--- src/dac_sync_pkg.sv ---
// Package of constants and carrier types for the DAC data clock synchronizer
//*****************************************************************************
// Function
// - With the PLL on, the device takes the input clock at the data rate and the multiplier clocks the filters.
// - With the PLL off, the device takes the sample-rate clock and derives filter, data and single-port clocks by division.
// - The outgoing data clock may align to any of several input edges, so shared systems use input mode.
// - Data-clock input mode works only with the PLL off and two-port data operation selected.
// - The data clock pin turns into an input when configuration register 02h bit 3 is one.
// - In input mode a state machine aligns to the converter clock on a data clock rising edge.
// - A data clock edge that meets the setup window leads to capture on the third following converter edge.
// - A data clock edge past the hold window delays synchronization by one converter cycle.
// - Synchronization works the same in 2x, 4x and 8x interpolation.
// - The latch-timing state machine advances on every converter clock rising edge.
// - The latch strobe rate follows the converter clock and the interpolation factor.
// - In input mode every rising edge on the data clock pin resets the latch-timing state machine.
//*****************************************************************************
package dac_sync_pkg;
  localparam logic [7:0] DIR_CFG_OFFSET   = 8'h02;
  localparam int         DIR_INPUT_BIT    = 3;
  localparam logic [7:0] DIR_CFG_RESET    = 8'h00;
  localparam int         CAPTURE_DELAY    = 3;
  localparam logic [3:0] CNT_RESET        = 4'h0;
  localparam logic [1:0] INTERP_2X        = 2'h1;
  localparam logic [1:0] INTERP_4X        = 2'h2;
  localparam logic [1:0] INTERP_8X        = 2'h3;

  typedef enum logic [1:0] {SM_FREE, SM_ALIGN} syncState_e;

  typedef struct packed {
    logic        wrEn;
    logic [7:0]  addr;
    logic [7:0]  wdata;
  } cfgWrite_s;

  // Interpolation factor decode, used by strobe and clock generation
  function automatic logic [3:0] interpFactor(input logic [1:0] sel);
    case (sel)
      INTERP_4X: interpFactor = 4'h4;
      INTERP_8X: interpFactor = 4'h8;
      default:   interpFactor = 4'h2;
    endcase
  endfunction
endpackage

--- src/dac_sync_fifo.sv ---
// Small FIFO standing in the sample word path
`timescale 1ns/10ps
`default_nettype none
module dac_sync_fifo #(
  parameter int WIDTH = 16,
  parameter int DEPTH = 8
) (
  // Clock and reset
  input  wire logic             mclk,
  input  wire logic             rst_n,
  // Fill side
  input  wire logic             inValid,
  output logic                  inReady,
  input  wire logic [WIDTH-1:0] inData,
  // Drain side
  output logic                  outValid,
  input  wire logic             outReady,
  output logic [WIDTH-1:0]      outData
);
  localparam int AW = $clog2(DEPTH);

  typedef struct packed {
    logic [AW:0]   wp;
    logic [AW:0]   rp;
  } fifoState_s;

  fifoState_s          st_q;
  fifoState_s          st_d;
  logic [WIDTH-1:0]    mem [DEPTH];
  logic                full;
  logic                empty;
  logic                push;
  logic                pop;

  // Flags and handshakes
  assign empty    = (st_q.wp == st_q.rp);
  assign full     = (st_q.wp[AW] != st_q.rp[AW]) && (st_q.wp[AW-1:0] == st_q.rp[AW-1:0]);
  assign inReady  = !full;
  assign outValid = !empty;
  assign push     = inValid && !full;
  assign pop      = outReady && !empty;
  assign outData  = mem[st_q.rp[AW-1:0]];

  // Pointer next state
  always_comb
  begin
    st_d = st_q;
    if (push)
    begin
      st_d.wp = st_q.wp + 1'b1;
    end
    if (pop)
    begin
      st_d.rp = st_q.rp + 1'b1;
    end
  end

  // Pointer registers
  always_ff @(posedge mclk)
  begin
    if (!rst_n)
    begin
      st_q <= '0;
    end
    else
    begin
      st_q <= st_d;
    end
  end

  // Storage array
  always_ff @(posedge mclk)
  begin
    if (push)
    begin
      mem[st_q.wp[AW-1:0]] <= inData;
    end
  end
endmodule
`default_nettype wire

--- src/dac_data_clock_sync.sv ---
// Latch-timing state machine and data clock control for the interpolating DAC
`timescale 1ns/10ps
`default_nettype none
module dac_data_clock_sync
  import dac_sync_pkg::*;
#(
  parameter int WORD_W = 16,
  parameter int DEPTH  = 8
) (
  // Converter clock and reset
  input  wire logic              mclk,
  input  wire logic              rst_n,
  // Configuration port
  input  wire cfgWrite_s         cfgWr,
  input  wire logic [7:0]        cfgRdAddr,
  output logic [7:0]             cfgRdData,
  // Mode straps
  input  wire logic              pllEnable,
  input  wire logic              twoPortMode,
  input  wire logic [1:0]        interpSel,
  // Data clock pin
  input  wire logic              dataClockPinIn,
  output logic                   dataClockPinOut,
  output logic                   dataClockPinOe,
  output logic                   singlePortClockOut,
  // Sample words from the data source
  input  wire logic              wordValid,
  output logic                   wordReady,
  input  wire logic [WORD_W-1:0] wordData,
  // Latched sample to the filters
  output logic                   latchStrobe,
  output logic [WORD_W-1:0]      latchData,
  output logic                   inputModeActive
);
  //***************************************************************************
  // State
  //***************************************************************************
  typedef struct packed {
    logic [7:0]  dirCfg;
    logic [1:0]  pinSync;
    logic        pinLast;
    syncState_e  sm;
    logic [3:0]  phase;
    logic [3:0]  alignCnt;
    logic        dclkOut;
    logic        spClk;
    logic        strobe;
    logic [WORD_W-1:0] data;
    logic [7:0]  rdData;
  } syncState_s;

  syncState_s        st_q;
  syncState_s        st_d;
  logic [3:0]        factor;
  logic              inputMode;
  logic              pinRise;
  logic              fifoValid;
  logic [WORD_W-1:0] fifoData;
  logic              fifoPop;

  // Mode decode
  assign factor    = interpFactor(interpSel);
  assign inputMode = st_q.dirCfg[DIR_INPUT_BIT] && !pllEnable && twoPortMode;
  assign pinRise   = st_q.pinSync[1] && !st_q.pinLast;
  assign fifoPop   = st_d.strobe;  // Pop at the edge that latches the head

  //***************************************************************************
  // Word buffer
  //***************************************************************************
  dac_sync_fifo #(
    .WIDTH (WORD_W),
    .DEPTH (DEPTH)
  ) u_fifo (
    .mclk     (mclk),
    .rst_n    (rst_n),
    .inValid  (wordValid),
    .inReady  (wordReady),
    .inData   (wordData),
    .outValid (fifoValid),
    .outReady (fifoPop),
    .outData  (fifoData)
  );

  //***************************************************************************
  // Next state
  //***************************************************************************
  always_comb
  begin
    st_d = st_q;
    st_d.strobe = 1'b0;
    // Configuration write
    if (cfgWr.wrEn && cfgWr.addr == DIR_CFG_OFFSET)
    begin
      st_d.dirCfg = cfgWr.wdata;
    end
    st_d.rdData = (cfgRdAddr == DIR_CFG_OFFSET) ? st_q.dirCfg : 8'h00;
    // Pin synchronizer; the sampling delay stands in for the setup/hold decision
    st_d.pinSync = {st_q.pinSync[0], dataClockPinIn};
    st_d.pinLast = st_q.pinSync[1];
    // Free-running phase advance on every converter edge
    if (st_q.phase >= factor - 4'h1)
    begin
      st_d.phase = CNT_RESET;
    end
    else
    begin
      st_d.phase = st_q.phase + 4'h1;
    end
    case (st_q.sm)
      SM_FREE:
      begin
        if (st_q.phase == CNT_RESET)
        begin
          st_d.strobe = 1'b1;
        end
      end
      SM_ALIGN:
      begin
        st_d.alignCnt = st_q.alignCnt + 4'h1;
        if (st_q.alignCnt == 4'(CAPTURE_DELAY - 1))
        begin
          st_d.strobe = 1'b1;
          st_d.phase  = 4'h1;
          st_d.sm     = SM_FREE;
        end
      end
      default:
      begin
        st_d.sm = SM_FREE;
      end
    endcase
    // In input mode each data clock rising edge restarts alignment
    if (inputMode && pinRise)
    begin
      st_d.sm       = SM_ALIGN;
      st_d.alignCnt = 4'h1;
      st_d.strobe   = 1'b0;
    end
    if (st_d.strobe)
    begin
      st_d.data = fifoValid ? fifoData : st_q.data;
    end
    // Divided data clock and single-port clock when driven out
    st_d.dclkOut = (st_d.phase < (factor >> 1));
    st_d.spClk   = ~st_q.spClk;
  end

  // State register
  always_ff @(posedge mclk)
  begin
    if (!rst_n)
    begin
      st_q        <= '0;
      st_q.dirCfg <= DIR_CFG_RESET;
      st_q.sm     <= SM_FREE;
    end
    else
    begin
      st_q <= st_d;
    end
  end

  // Outputs
  assign cfgRdData          = st_q.rdData;
  assign dataClockPinOut    = st_q.dclkOut;
  assign dataClockPinOe     = !inputMode;
  assign singlePortClockOut = st_q.spClk;
  assign latchStrobe        = st_q.strobe;
  assign latchData          = st_q.data;
  assign inputModeActive    = inputMode;

  //***************************************************************************
  // Checks: pin direction and mode
  //***************************************************************************
  // No drive on the pin in input mode
  chk_pin_dir: assert property (@(posedge mclk) disable iff (!rst_n)
    inputMode |-> !dataClockPinOe) else $error("pin driven in input mode");

  // Pin driven whenever input mode is off
  chk_pin_drive: assert property (@(posedge mclk) disable iff (!rst_n)
    !inputMode |-> dataClockPinOe) else $error("pin not driven in output mode");

  // Input mode refused with the multiplier on
  chk_mode_gate: assert property (@(posedge mclk) disable iff (!rst_n)
    pllEnable |-> !inputModeActive) else $error("input mode with pll on");

  // Input mode refused in single-port operation
  chk_mode_port: assert property (@(posedge mclk) disable iff (!rst_n)
    !twoPortMode |-> !inputModeActive) else $error("input mode in one-port");

  // Input mode needs the direction bit
  chk_mode_cfg: assert property (@(posedge mclk) disable iff (!rst_n)
    !st_q.dirCfg[DIR_INPUT_BIT] |-> !inputModeActive) else $error("input mode without bit");

  // All three conditions enable input mode
  chk_mode_on: assert property (@(posedge mclk) disable iff (!rst_n)
    (st_q.dirCfg[DIR_INPUT_BIT] && !pllEnable && twoPortMode) |-> inputModeActive)
    else $error("input mode not entered");

  //***************************************************************************
  // Checks: configuration register
  //***************************************************************************
  // A write to the direction register lands
  chk_cfg_write: assert property (@(posedge mclk) disable iff (!rst_n)
    (cfgWr.wrEn && cfgWr.addr == DIR_CFG_OFFSET) |=> st_q.dirCfg == $past(cfgWr.wdata))
    else $error("cfg write lost");

  // Other writes leave the register alone
  chk_cfg_keep: assert property (@(posedge mclk) disable iff (!rst_n)
    !(cfgWr.wrEn && cfgWr.addr == DIR_CFG_OFFSET) |=> $stable(st_q.dirCfg))
    else $error("cfg changed without write");

  // Read data follows the register one cycle later
  chk_cfg_read: assert property (@(posedge mclk) disable iff (!rst_n)
    (cfgRdAddr == DIR_CFG_OFFSET) |=> cfgRdData == $past(st_q.dirCfg)) else $error("cfg readback wrong");

  // Unused addresses read as zero
  chk_rd_other: assert property (@(posedge mclk) disable iff (!rst_n)
    (cfgRdAddr != DIR_CFG_OFFSET) |=> cfgRdData == 8'h00) else $error("unused address not zero");

  //***************************************************************************
  // Checks: derived clocks
  //***************************************************************************
  // Single-port clock toggles every edge
  chk_sp_toggle: assert property (@(posedge mclk) disable iff (!rst_n)
    1'b1 |=> singlePortClockOut != $past(singlePortClockOut)) else $error("one-port clock stuck");

  // Data clock high at the start of a phase
  chk_dclk_high: assert property (@(posedge mclk) disable iff (!rst_n)
    (st_q.phase == CNT_RESET && $past(rst_n)) |-> dataClockPinOut)
    else $error("data clock low at phase start");

  // Data clock low at the end of a phase
  chk_dclk_low: assert property (@(posedge mclk) disable iff (!rst_n)
    (st_q.phase == factor - 4'h1 && $stable(interpSel)) |-> !dataClockPinOut)
    else $error("data clock high at phase end");

  //***************************************************************************
  // Checks: phase and strobe
  //***************************************************************************
  // Phase steps by one below the top
  chk_phase_adv: assert property (@(posedge mclk) disable iff (!rst_n)
    ($stable(interpSel) && st_q.phase < factor - 4'h1 && st_q.sm == SM_FREE
    && !(inputMode && pinRise))
    |=> st_q.phase == $past(st_q.phase) + 4'h1) else $error("phase did not advance");

  // Phase wraps at the top
  chk_phase_wrap: assert property (@(posedge mclk) disable iff (!rst_n)
    (st_q.phase >= factor - 4'h1 && st_q.sm == SM_FREE) |=> st_q.phase == CNT_RESET)
    else $error("phase did not wrap");

  // Phase stays inside the widest factor
  chk_phase_range: assert property (@(posedge mclk) disable iff (!rst_n)
    st_q.phase < 4'h8) else $error("phase out of range");

  // Strobe follows phase zero
  chk_strobe_phase: assert property (@(posedge mclk) disable iff (!rst_n)
    (st_q.sm == SM_FREE && st_q.phase == CNT_RESET && !(inputMode && pinRise)) |=> latchStrobe)
    else $error("strobe missing at phase zero");

  // No strobe elsewhere while free running
  chk_free_quiet: assert property (@(posedge mclk) disable iff (!rst_n)
    (st_q.sm == SM_FREE && st_q.phase != CNT_RESET) |=> !latchStrobe) else $error("stray strobe");

  // Strobe every second edge at 2x
  chk_strobe_rate: assert property (@(posedge mclk) disable iff (!rst_n)
    (latchStrobe && interpSel == INTERP_2X && st_q.sm == SM_FREE && !inputMode)
    ##1 (interpSel == INTERP_2X && !inputMode) |=> latchStrobe) else $error("2x strobe rate wrong");

  // Strobe every fourth edge at 4x
  chk_strobe_4x: assert property (@(posedge mclk) disable iff (!rst_n)
    (latchStrobe && interpSel == INTERP_4X && st_q.sm == SM_FREE && !inputMode)
    ##1 (interpSel == INTERP_4X && !inputMode) [*3] |=> latchStrobe) else $error("4x strobe rate wrong");

  // Strobe every eighth edge at 8x
  chk_strobe_8x: assert property (@(posedge mclk) disable iff (!rst_n)
    (latchStrobe && interpSel == INTERP_8X && st_q.sm == SM_FREE && !inputMode)
    ##1 (interpSel == INTERP_8X && !inputMode) [*7] |=> latchStrobe) else $error("8x strobe rate wrong");

  // Strobes never come back to back
  chk_strobe_gap: assert property (@(posedge mclk) disable iff (!rst_n)
    (latchStrobe && !inputMode) |=> !latchStrobe) else $error("strobe too dense");

  // Latched data moves only with a strobe
  chk_data_strobe: assert property (@(posedge mclk) disable iff (!rst_n)
    $changed(latchData) |-> latchStrobe) else $error("data moved without strobe");

  //***************************************************************************
  // Checks: synchronization
  //***************************************************************************
  // Pin synchronizer shifts by one stage
  chk_sync_chain: assert property (@(posedge mclk) disable iff (!rst_n)
    1'b1 |=> st_q.pinSync[1] == $past(st_q.pinSync[0])) else $error("pin sync broken");

  // An edge restarts the state machine
  chk_reset_sm: assert property (@(posedge mclk) disable iff (!rst_n)
    (inputMode && pinRise) |=> (st_q.sm == SM_ALIGN && !latchStrobe)) else $error("edge did not reset");

  // Alignment count starts at one
  chk_align_start: assert property (@(posedge mclk) disable iff (!rst_n)
    (inputMode && pinRise) |=> st_q.alignCnt == 4'h1) else $error("align count wrong start");

  // Alignment count stays in range
  chk_align_range: assert property (@(posedge mclk) disable iff (!rst_n)
    (st_q.sm == SM_ALIGN) |-> (st_q.alignCnt == 4'h1 || st_q.alignCnt == 4'(CAPTURE_DELAY - 1)))
    else $error("align count out of range");

  // Alignment holds until the capture edge
  chk_align_hold: assert property (@(posedge mclk) disable iff (!rst_n)
    (st_q.sm == SM_ALIGN && st_q.alignCnt != 4'(CAPTURE_DELAY - 1)) |=> st_q.sm == SM_ALIGN)
    else $error("alignment left early");

  // No strobe before the capture edge
  chk_align_quiet: assert property (@(posedge mclk) disable iff (!rst_n)
    (st_q.sm == SM_ALIGN && st_q.alignCnt != 4'(CAPTURE_DELAY - 1)) |=> !latchStrobe)
    else $error("strobe during alignment");

  // Capture strobes and restarts the phase
  chk_capture_phase: assert property (@(posedge mclk) disable iff (!rst_n)
    (st_q.sm == SM_ALIGN && st_q.alignCnt == 4'(CAPTURE_DELAY - 1) && !(inputMode && pinRise))
    |=> (latchStrobe && st_q.sm == SM_FREE && st_q.phase == 4'h1)) else $error("capture phase wrong");

  // Capture on the third edge after detection
  chk_capture_third: assert property (@(posedge mclk) disable iff (!rst_n)
    (inputMode && pinRise && $stable(interpSel)) ##1 (st_q.sm == SM_ALIGN) [*2] |=> latchStrobe)
    else $error("capture not on third edge");

  // No alignment entered in output mode
  chk_no_align: assert property (@(posedge mclk) disable iff (!rst_n)
    (!inputMode && st_q.sm == SM_FREE) |=> st_q.sm == SM_FREE) else $error("align in output mode");

  //***************************************************************************
  // Coverage
  //***************************************************************************
  // Main scenarios
  cov_input_mode: cover property (@(posedge mclk) disable iff (!rst_n) inputMode && pinRise);
  cov_capture: cover property (@(posedge mclk) disable iff (!rst_n) st_q.sm == SM_ALIGN ##1 latchStrobe);
  cov_8x: cover property (@(posedge mclk) disable iff (!rst_n) interpSel == INTERP_8X && latchStrobe);
  cov_4x_sync: cover property (@(posedge mclk) disable iff (!rst_n)
    interpSel == INTERP_4X && st_q.sm == SM_ALIGN ##1 latchStrobe);
  cov_fifo_full: cover property (@(posedge mclk) disable iff (!rst_n) !wordReady);
endmodule
`default_nettype wire

--- config.mk ---
export PLATFORM = sky130hd
export DESIGN_NAME = dac_data_clock_sync
export DESIGN_NICKNAME = d
export VERILOG_FILES = /design/src/dac_sync_pkg.sv /design/src/dac_sync_fifo.sv /design/src/dac_data_clock_sync.sv
export SDC_FILE = /design/constraint.sdc
export NUM_CORES = 1
export LEC_CHECK = 0
export ABC_AREA = 1
export BUFFER_PORTS_ARGS = -buffer_cell sky130_fd_sc_hd__buf_2
export CORE_ASPECT_RATIO = 0.5
export CORE_UTILIZATION = 48
export CTS_BUF_LIST = sky130_fd_sc_hd__clkbuf_8
export DETAILED_ROUTE_END_ITERATION = 7
export HOLD_SLACK_MARGIN = 0.12
export PLACE_DENSITY = 0.67
export SLEW_MARGIN = 20
export SYNTH_ARGS = -nofsm -noshare
export SYNTH_HDL_FRONTEND = slang
export SYNTH_SLANG_ARGS = --single-unit
export TNS_END_PERCENT = 5
--- constraint.sdc ---
create_clock -name mclk -period 3 [get_ports mclk]
set_input_delay 0.9 -clock mclk [delete_from_list [all_inputs] [get_ports mclk]]
set_output_delay 0.9 -clock mclk [all_outputs]
set_load 0.01 [all_outputs]
==> results summary <==
The flow ran to the end, and the final reports show no timing, DRC or antenna violations. The count of different cell masters after synthesis came out at 35. A synthesized cell averages 10.1 sq um.

Among all flip-flop cells after synthesis, the most frequent one is sky130_fd_sc_hd__edfxtp_1. The half-perimeter wire length after placement came out at 9180 um. The setup clock skew after layout is 0.0191 ns. In this design, the stage delay of the slowest critical-path cell is 0.52 ns. The largest vdd supply drop came out at 0.507 mV. The post-layout worst setup margin is 0.505 ns. The number of buffers on the longest clock path is 2.

For the worst setup path, the data required time is 2.10 ns. The number of buffers created by CTS is 17. The starting DRC count in detailed routing came out at 415. Walking the worst path, the cells encountered are nand2_1 -> nand2_1 -> nand4_2 -> buf_2. Per report_power, the sequential group accounts for 45.9% of the total. The maximum achievable frequency is 401 MHz. The initial core utilization came out at 49.7%. The worst setup path is launched from a flop.

The post-synthesis register bit count came out at 183. The max-slew violation total from the final report is 0. The worst setup path is of the flop to primary output kind. The number of cells produced by synthesis is 767. TritonCTS built the clock tree.

The count of endpoints failing hold in the final timing report is 0. Synthesis produced a netlist with a net count of 827. The die is 182 um wide. Yosys printed 0 warnings.

The share of layout cells above drive strength 1 is 16.7%. The number of setup violations in the final report came out at 0. The power density of the placed cells came out at 758 mW/mm^2. Post-CTS timing repair inserted 0 buffers for setup.

The number of hold buffers added after cts is 0. At the end of the flow, the number of nets in the layout was 878. The switching power as a share of total power came out at 36.2%. Detailed routing inserted a total of 5249 vias.

The type of the worst min-delay path is flop to flop. The number of vias per cell after detailed routing came out at 5.07. The analysis attributes to net switching a power of 2330 uW. The area growth from synthesis to layout came out at 9.61%. After global routing the overflow that remains totals 0.

The die footprint came out at 0.0167 sq mm. The max-cap check violation count is 0. The worst setup path is captured at a primary output. The fill cell total of the finished layout is 1383.

In the synthesized netlist the async set-or-reset flop fraction comes to 0%. The overall fraction of global-route tracks in use is 19.6%. The maximum number of pins on one net before global-route repair is 69. The leakage component of the power is 0.00340 uW. The number of DRC violations after detailed routing came out at 0. At the pin with the least slew margin, the transition time is 0.722 ns.

The total routed wirelength is 15700 um. The setup TNS came out at 0 ns. The overall power after layout came out at 6440 uW.

The total I/O pin count came out at 79. The count of nets left with antenna violations once routing finished came out at 0. The wire length of the first global-routing pass came out at 24700 um. The cell-internal power came out at 4110 uW. The final worst-path cycle share is 83.2%. Setup repair after global routing left no endpoint under its margin. The core area is 0.0156 sq mm. The first detailed-routing pass ran for 5 iterations. The kind of cell with the highest combined delay on the critical path is flip-flops. After detailed routing, the average wire length per cell comes to 15.1 um. The endpoint arrival time on the critical path is 1.59 ns. Of the total power, the clock network draws 24.9%. The cell area after technology mapping came out at 0.00775 sq mm. The number of buffers and inverters on the critical path came out at 1.

The post-cts gate resize count is 0. The routed design could run at a clock period as short as 2.49 ns. The number of antenna violations at the first check in global routing came out at 1. During placement, the flow inserted port buffers numbering 78. The cell with the most instances on the worst path is sky130_fd_sc_hd__nand2_1. The highest fanout seen on the critical path is 7. In this run the vertical extent of the chip is 91.8 um.

The combinational group share of total power came out at 29.2%. The highest-delay cell along the critical path is sky130_fd_sc_hd__dfxtp_1. The worst setup slack after placement came out at 0.593 ns. The congestion estimate from routability-driven global placement came to 0.815.

The deepest level of the CTS H-tree came out at 4. The later-pin clock latency in the skew report came out at 0.46 ns. The count of inserted antenna diode cells came out at 0. The internal reg-to-reg setup slack is 0.98 ns. CTS saw 183 sinks. The via count of the first global-routing pass came to 4724.

The initialized floorplan defines 32 standard-cell rows. The tree is rooted in a sky130_fd_sc_hd__clkbuf_8. The fraction of the yosys area taken by sequential cells is 63.8%. The worst pin sits at a relative slew slack of 51.8%. The clock transition at the register clock pins on the worst setup and hold paths after CTS is 0.10 ns. The number of flops mapped to enable cells by yosys is 128.
## synth_stat cells (2+ instances only)
library cell               number  share of area [%]
sky130_fd_sc_hd__clkbuf_1      10               0.48
sky130_fd_sc_hd__nor3_1         2               0.13
sky130_fd_sc_hd__xor2_1         8               0.90
sky130_fd_sc_hd__nand4_1        2               0.16
sky130_fd_sc_hd__buf_4         28                2.7
sky130_fd_sc_hd__or2_2          2               0.16
sky130_fd_sc_hd__nand3b_1       2               0.19
sky130_fd_sc_hd__a211oi_1       8               0.78
sky130_fd_sc_hd__dfxtp_1       55                 14
sky130_fd_sc_hd__buf_2         12               0.78
sky130_fd_sc_hd__ha_1          11                1.8
sky130_fd_sc_hd__edfxtp_1     128                 50
sky130_fd_sc_hd__buf_6          7                1.0
sky130_fd_sc_hd__inv_2          4               0.19
sky130_fd_sc_hd__o21ai_1       36                2.3
sky130_fd_sc_hd__nand3_1       16                1.0
sky130_fd_sc_hd__nand2_1      121                5.9
sky130_fd_sc_hd__o21ai_0       60                3.9
sky130_fd_sc_hd__nor4_1         2               0.16
sky130_fd_sc_hd__inv_1         52                2.5
sky130_fd_sc_hd__a21oi_1       12               0.78
sky130_fd_sc_hd__nor2_1       172                8.3
sky130_fd_sc_hd__nand2_4        2               0.29
sky130_fd_sc_hd__buf_1          2              0.097
sky130_fd_sc_hd__xnor2_1        3               0.34
## worst register-to-register path: stages, from the launching register on
cell	delay [ns]
sky130_fd_sc_hd__dfxtp_1	0.52
sky130_fd_sc_hd__inv_2	0.06
sky130_fd_sc_hd__nand2_1	0.10
sky130_fd_sc_hd__nand2_1	0.07
sky130_fd_sc_hd__nand4_2	0.16
sky130_fd_sc_hd__nand2_2	0.10
sky130_fd_sc_hd__or2_1	0.27
sky130_fd_sc_hd__nor2_1	0.10
sky130_fd_sc_hd__buf_4	0.30
## power by group through the flow
stage | combinational [uW] | sequential, uW | clock (uW)
finish | 1880 | 2950 | 1600
floorplan | 1540 | 3000 | 0
CTS | 1880 | 2960 | 1640
global route | 2150 | 2970 | 1750
global placement | 1840 | 3010 | 0
detailed placement | 1860 | 3010 | 0
## worst paths after layout
kind / startpoint / end / depth (start not counted)
max reg2reg: u_fifo.st_q[2] / u_fifo.mem[4][0] / 8
min reg2reg: singlePortClockOut / singlePortClockOut / 1
min: singlePortClockOut / singlePortClockOut / 1
max: u_fifo.st_q[2] / wordReady / 4
## layer usage
metal	vias up	share of wire (%)	GRT usage [%]	routed length [um]
li1	2607	-	-	-
met1	2467	50	28.2	7750
met2	156	44	29.9	6830
met3	17	5.8	4.61	912
met4	2	1.0	5.16	160
met5	-	0.045	0	7
## per-stage QoR
stage / hold WS [ns] / std cells / area, sq um / utilization (%)
3_3_place_gp: 0.399 / 1003 / 8100 / 52.0
6_report: 0.409 / 1035 / 8490 / 54.5
3_5_place_dp: 0.399 / 1003 / 8100 / 52.0
5_1_grt: 0.449 / 1035 / 8490 / 54.5
2_1_floorplan: 0.390 / 767 / 7750 / -
4_1_cts: 0.414 / 1035 / 8490 / 54.5
## registers in the layout, indices dropped and copies added (netlist names)
name and cells:
u_fifo.st_q 8, latchStrobe 1, latchData 16, singlePortClockOut 1, u_fifo.mem 128, st_q 18, dataClockPinOut 1, cfgRdData 8
st_d 2
## final cells by class
| cell class | instances | area, sq um | share of cell area, % |
|---|---|---|---|
| sequential | 183 | 4950 | 58.3 |
| multi-input combinational | 468 | 2180 | 25.7 |
| clock inverter | 15 | 154 | 1.81 |
| timing repair buffer | 92 | 508 | 5.98 |
| clock buffer | 17 | 234 | 2.76 |
| tap | 204 | 255 | 3.01 |
| inverter | 56 | 210 | 2.48 |
## kinds of logic (layout without fill, tap and decap cells)
group	count (synthesis)	in the layout	share of synthesized area, %
AOI/OAI and AO/OA	117	117	7.87
xor gates and xnor gates	11	11	1.24
adders and majority gates	11	11	1.78
buffers and inverters	116	180	7.99
DFF	183	183	63.8
other	1	1	0.0484
and+or+nand+nor	328	328	17.2
## cell usage in the layout, fill, tap and decap left out, types with 3 or more instances in the layout
| master | synthesis | final |
|---|---|---|
| sky130_fd_sc_hd__a211oi_1 | 8 | 8 |
| sky130_fd_sc_hd__a21oi_1 | 12 | 12 |
| sky130_fd_sc_hd__buf_2 | 12 | 78 |
| sky130_fd_sc_hd__buf_4 | 28 | 13 |
| sky130_fd_sc_hd__clkbuf_8 | 0 | 17 |
| sky130_fd_sc_hd__clkinv_4 | 0 | 4 |
| sky130_fd_sc_hd__dfxtp_1 | 55 | 53 |
| sky130_fd_sc_hd__edfxtp_1 | 128 | 128 |
| sky130_fd_sc_hd__ha_1 | 11 | 11 |
| sky130_fd_sc_hd__inv_1 | 52 | 53 |
| sky130_fd_sc_hd__inv_2 | 4 | 4 |
| sky130_fd_sc_hd__inv_6 | 0 | 3 |
| sky130_fd_sc_hd__inv_8 | 0 | 5 |
| sky130_fd_sc_hd__nand2_1 | 121 | 121 |
| sky130_fd_sc_hd__nand3_1 | 16 | 16 |
| sky130_fd_sc_hd__nor2_1 | 172 | 172 |
| sky130_fd_sc_hd__o21ai_0 | 60 | 60 |
| sky130_fd_sc_hd__o21ai_1 | 36 | 36 |
| sky130_fd_sc_hd__xnor2_1 | 3 | 3 |
| sky130_fd_sc_hd__xor2_1 | 8 | 8 |
Note: power is estimated with default switching activity, not from simulation.
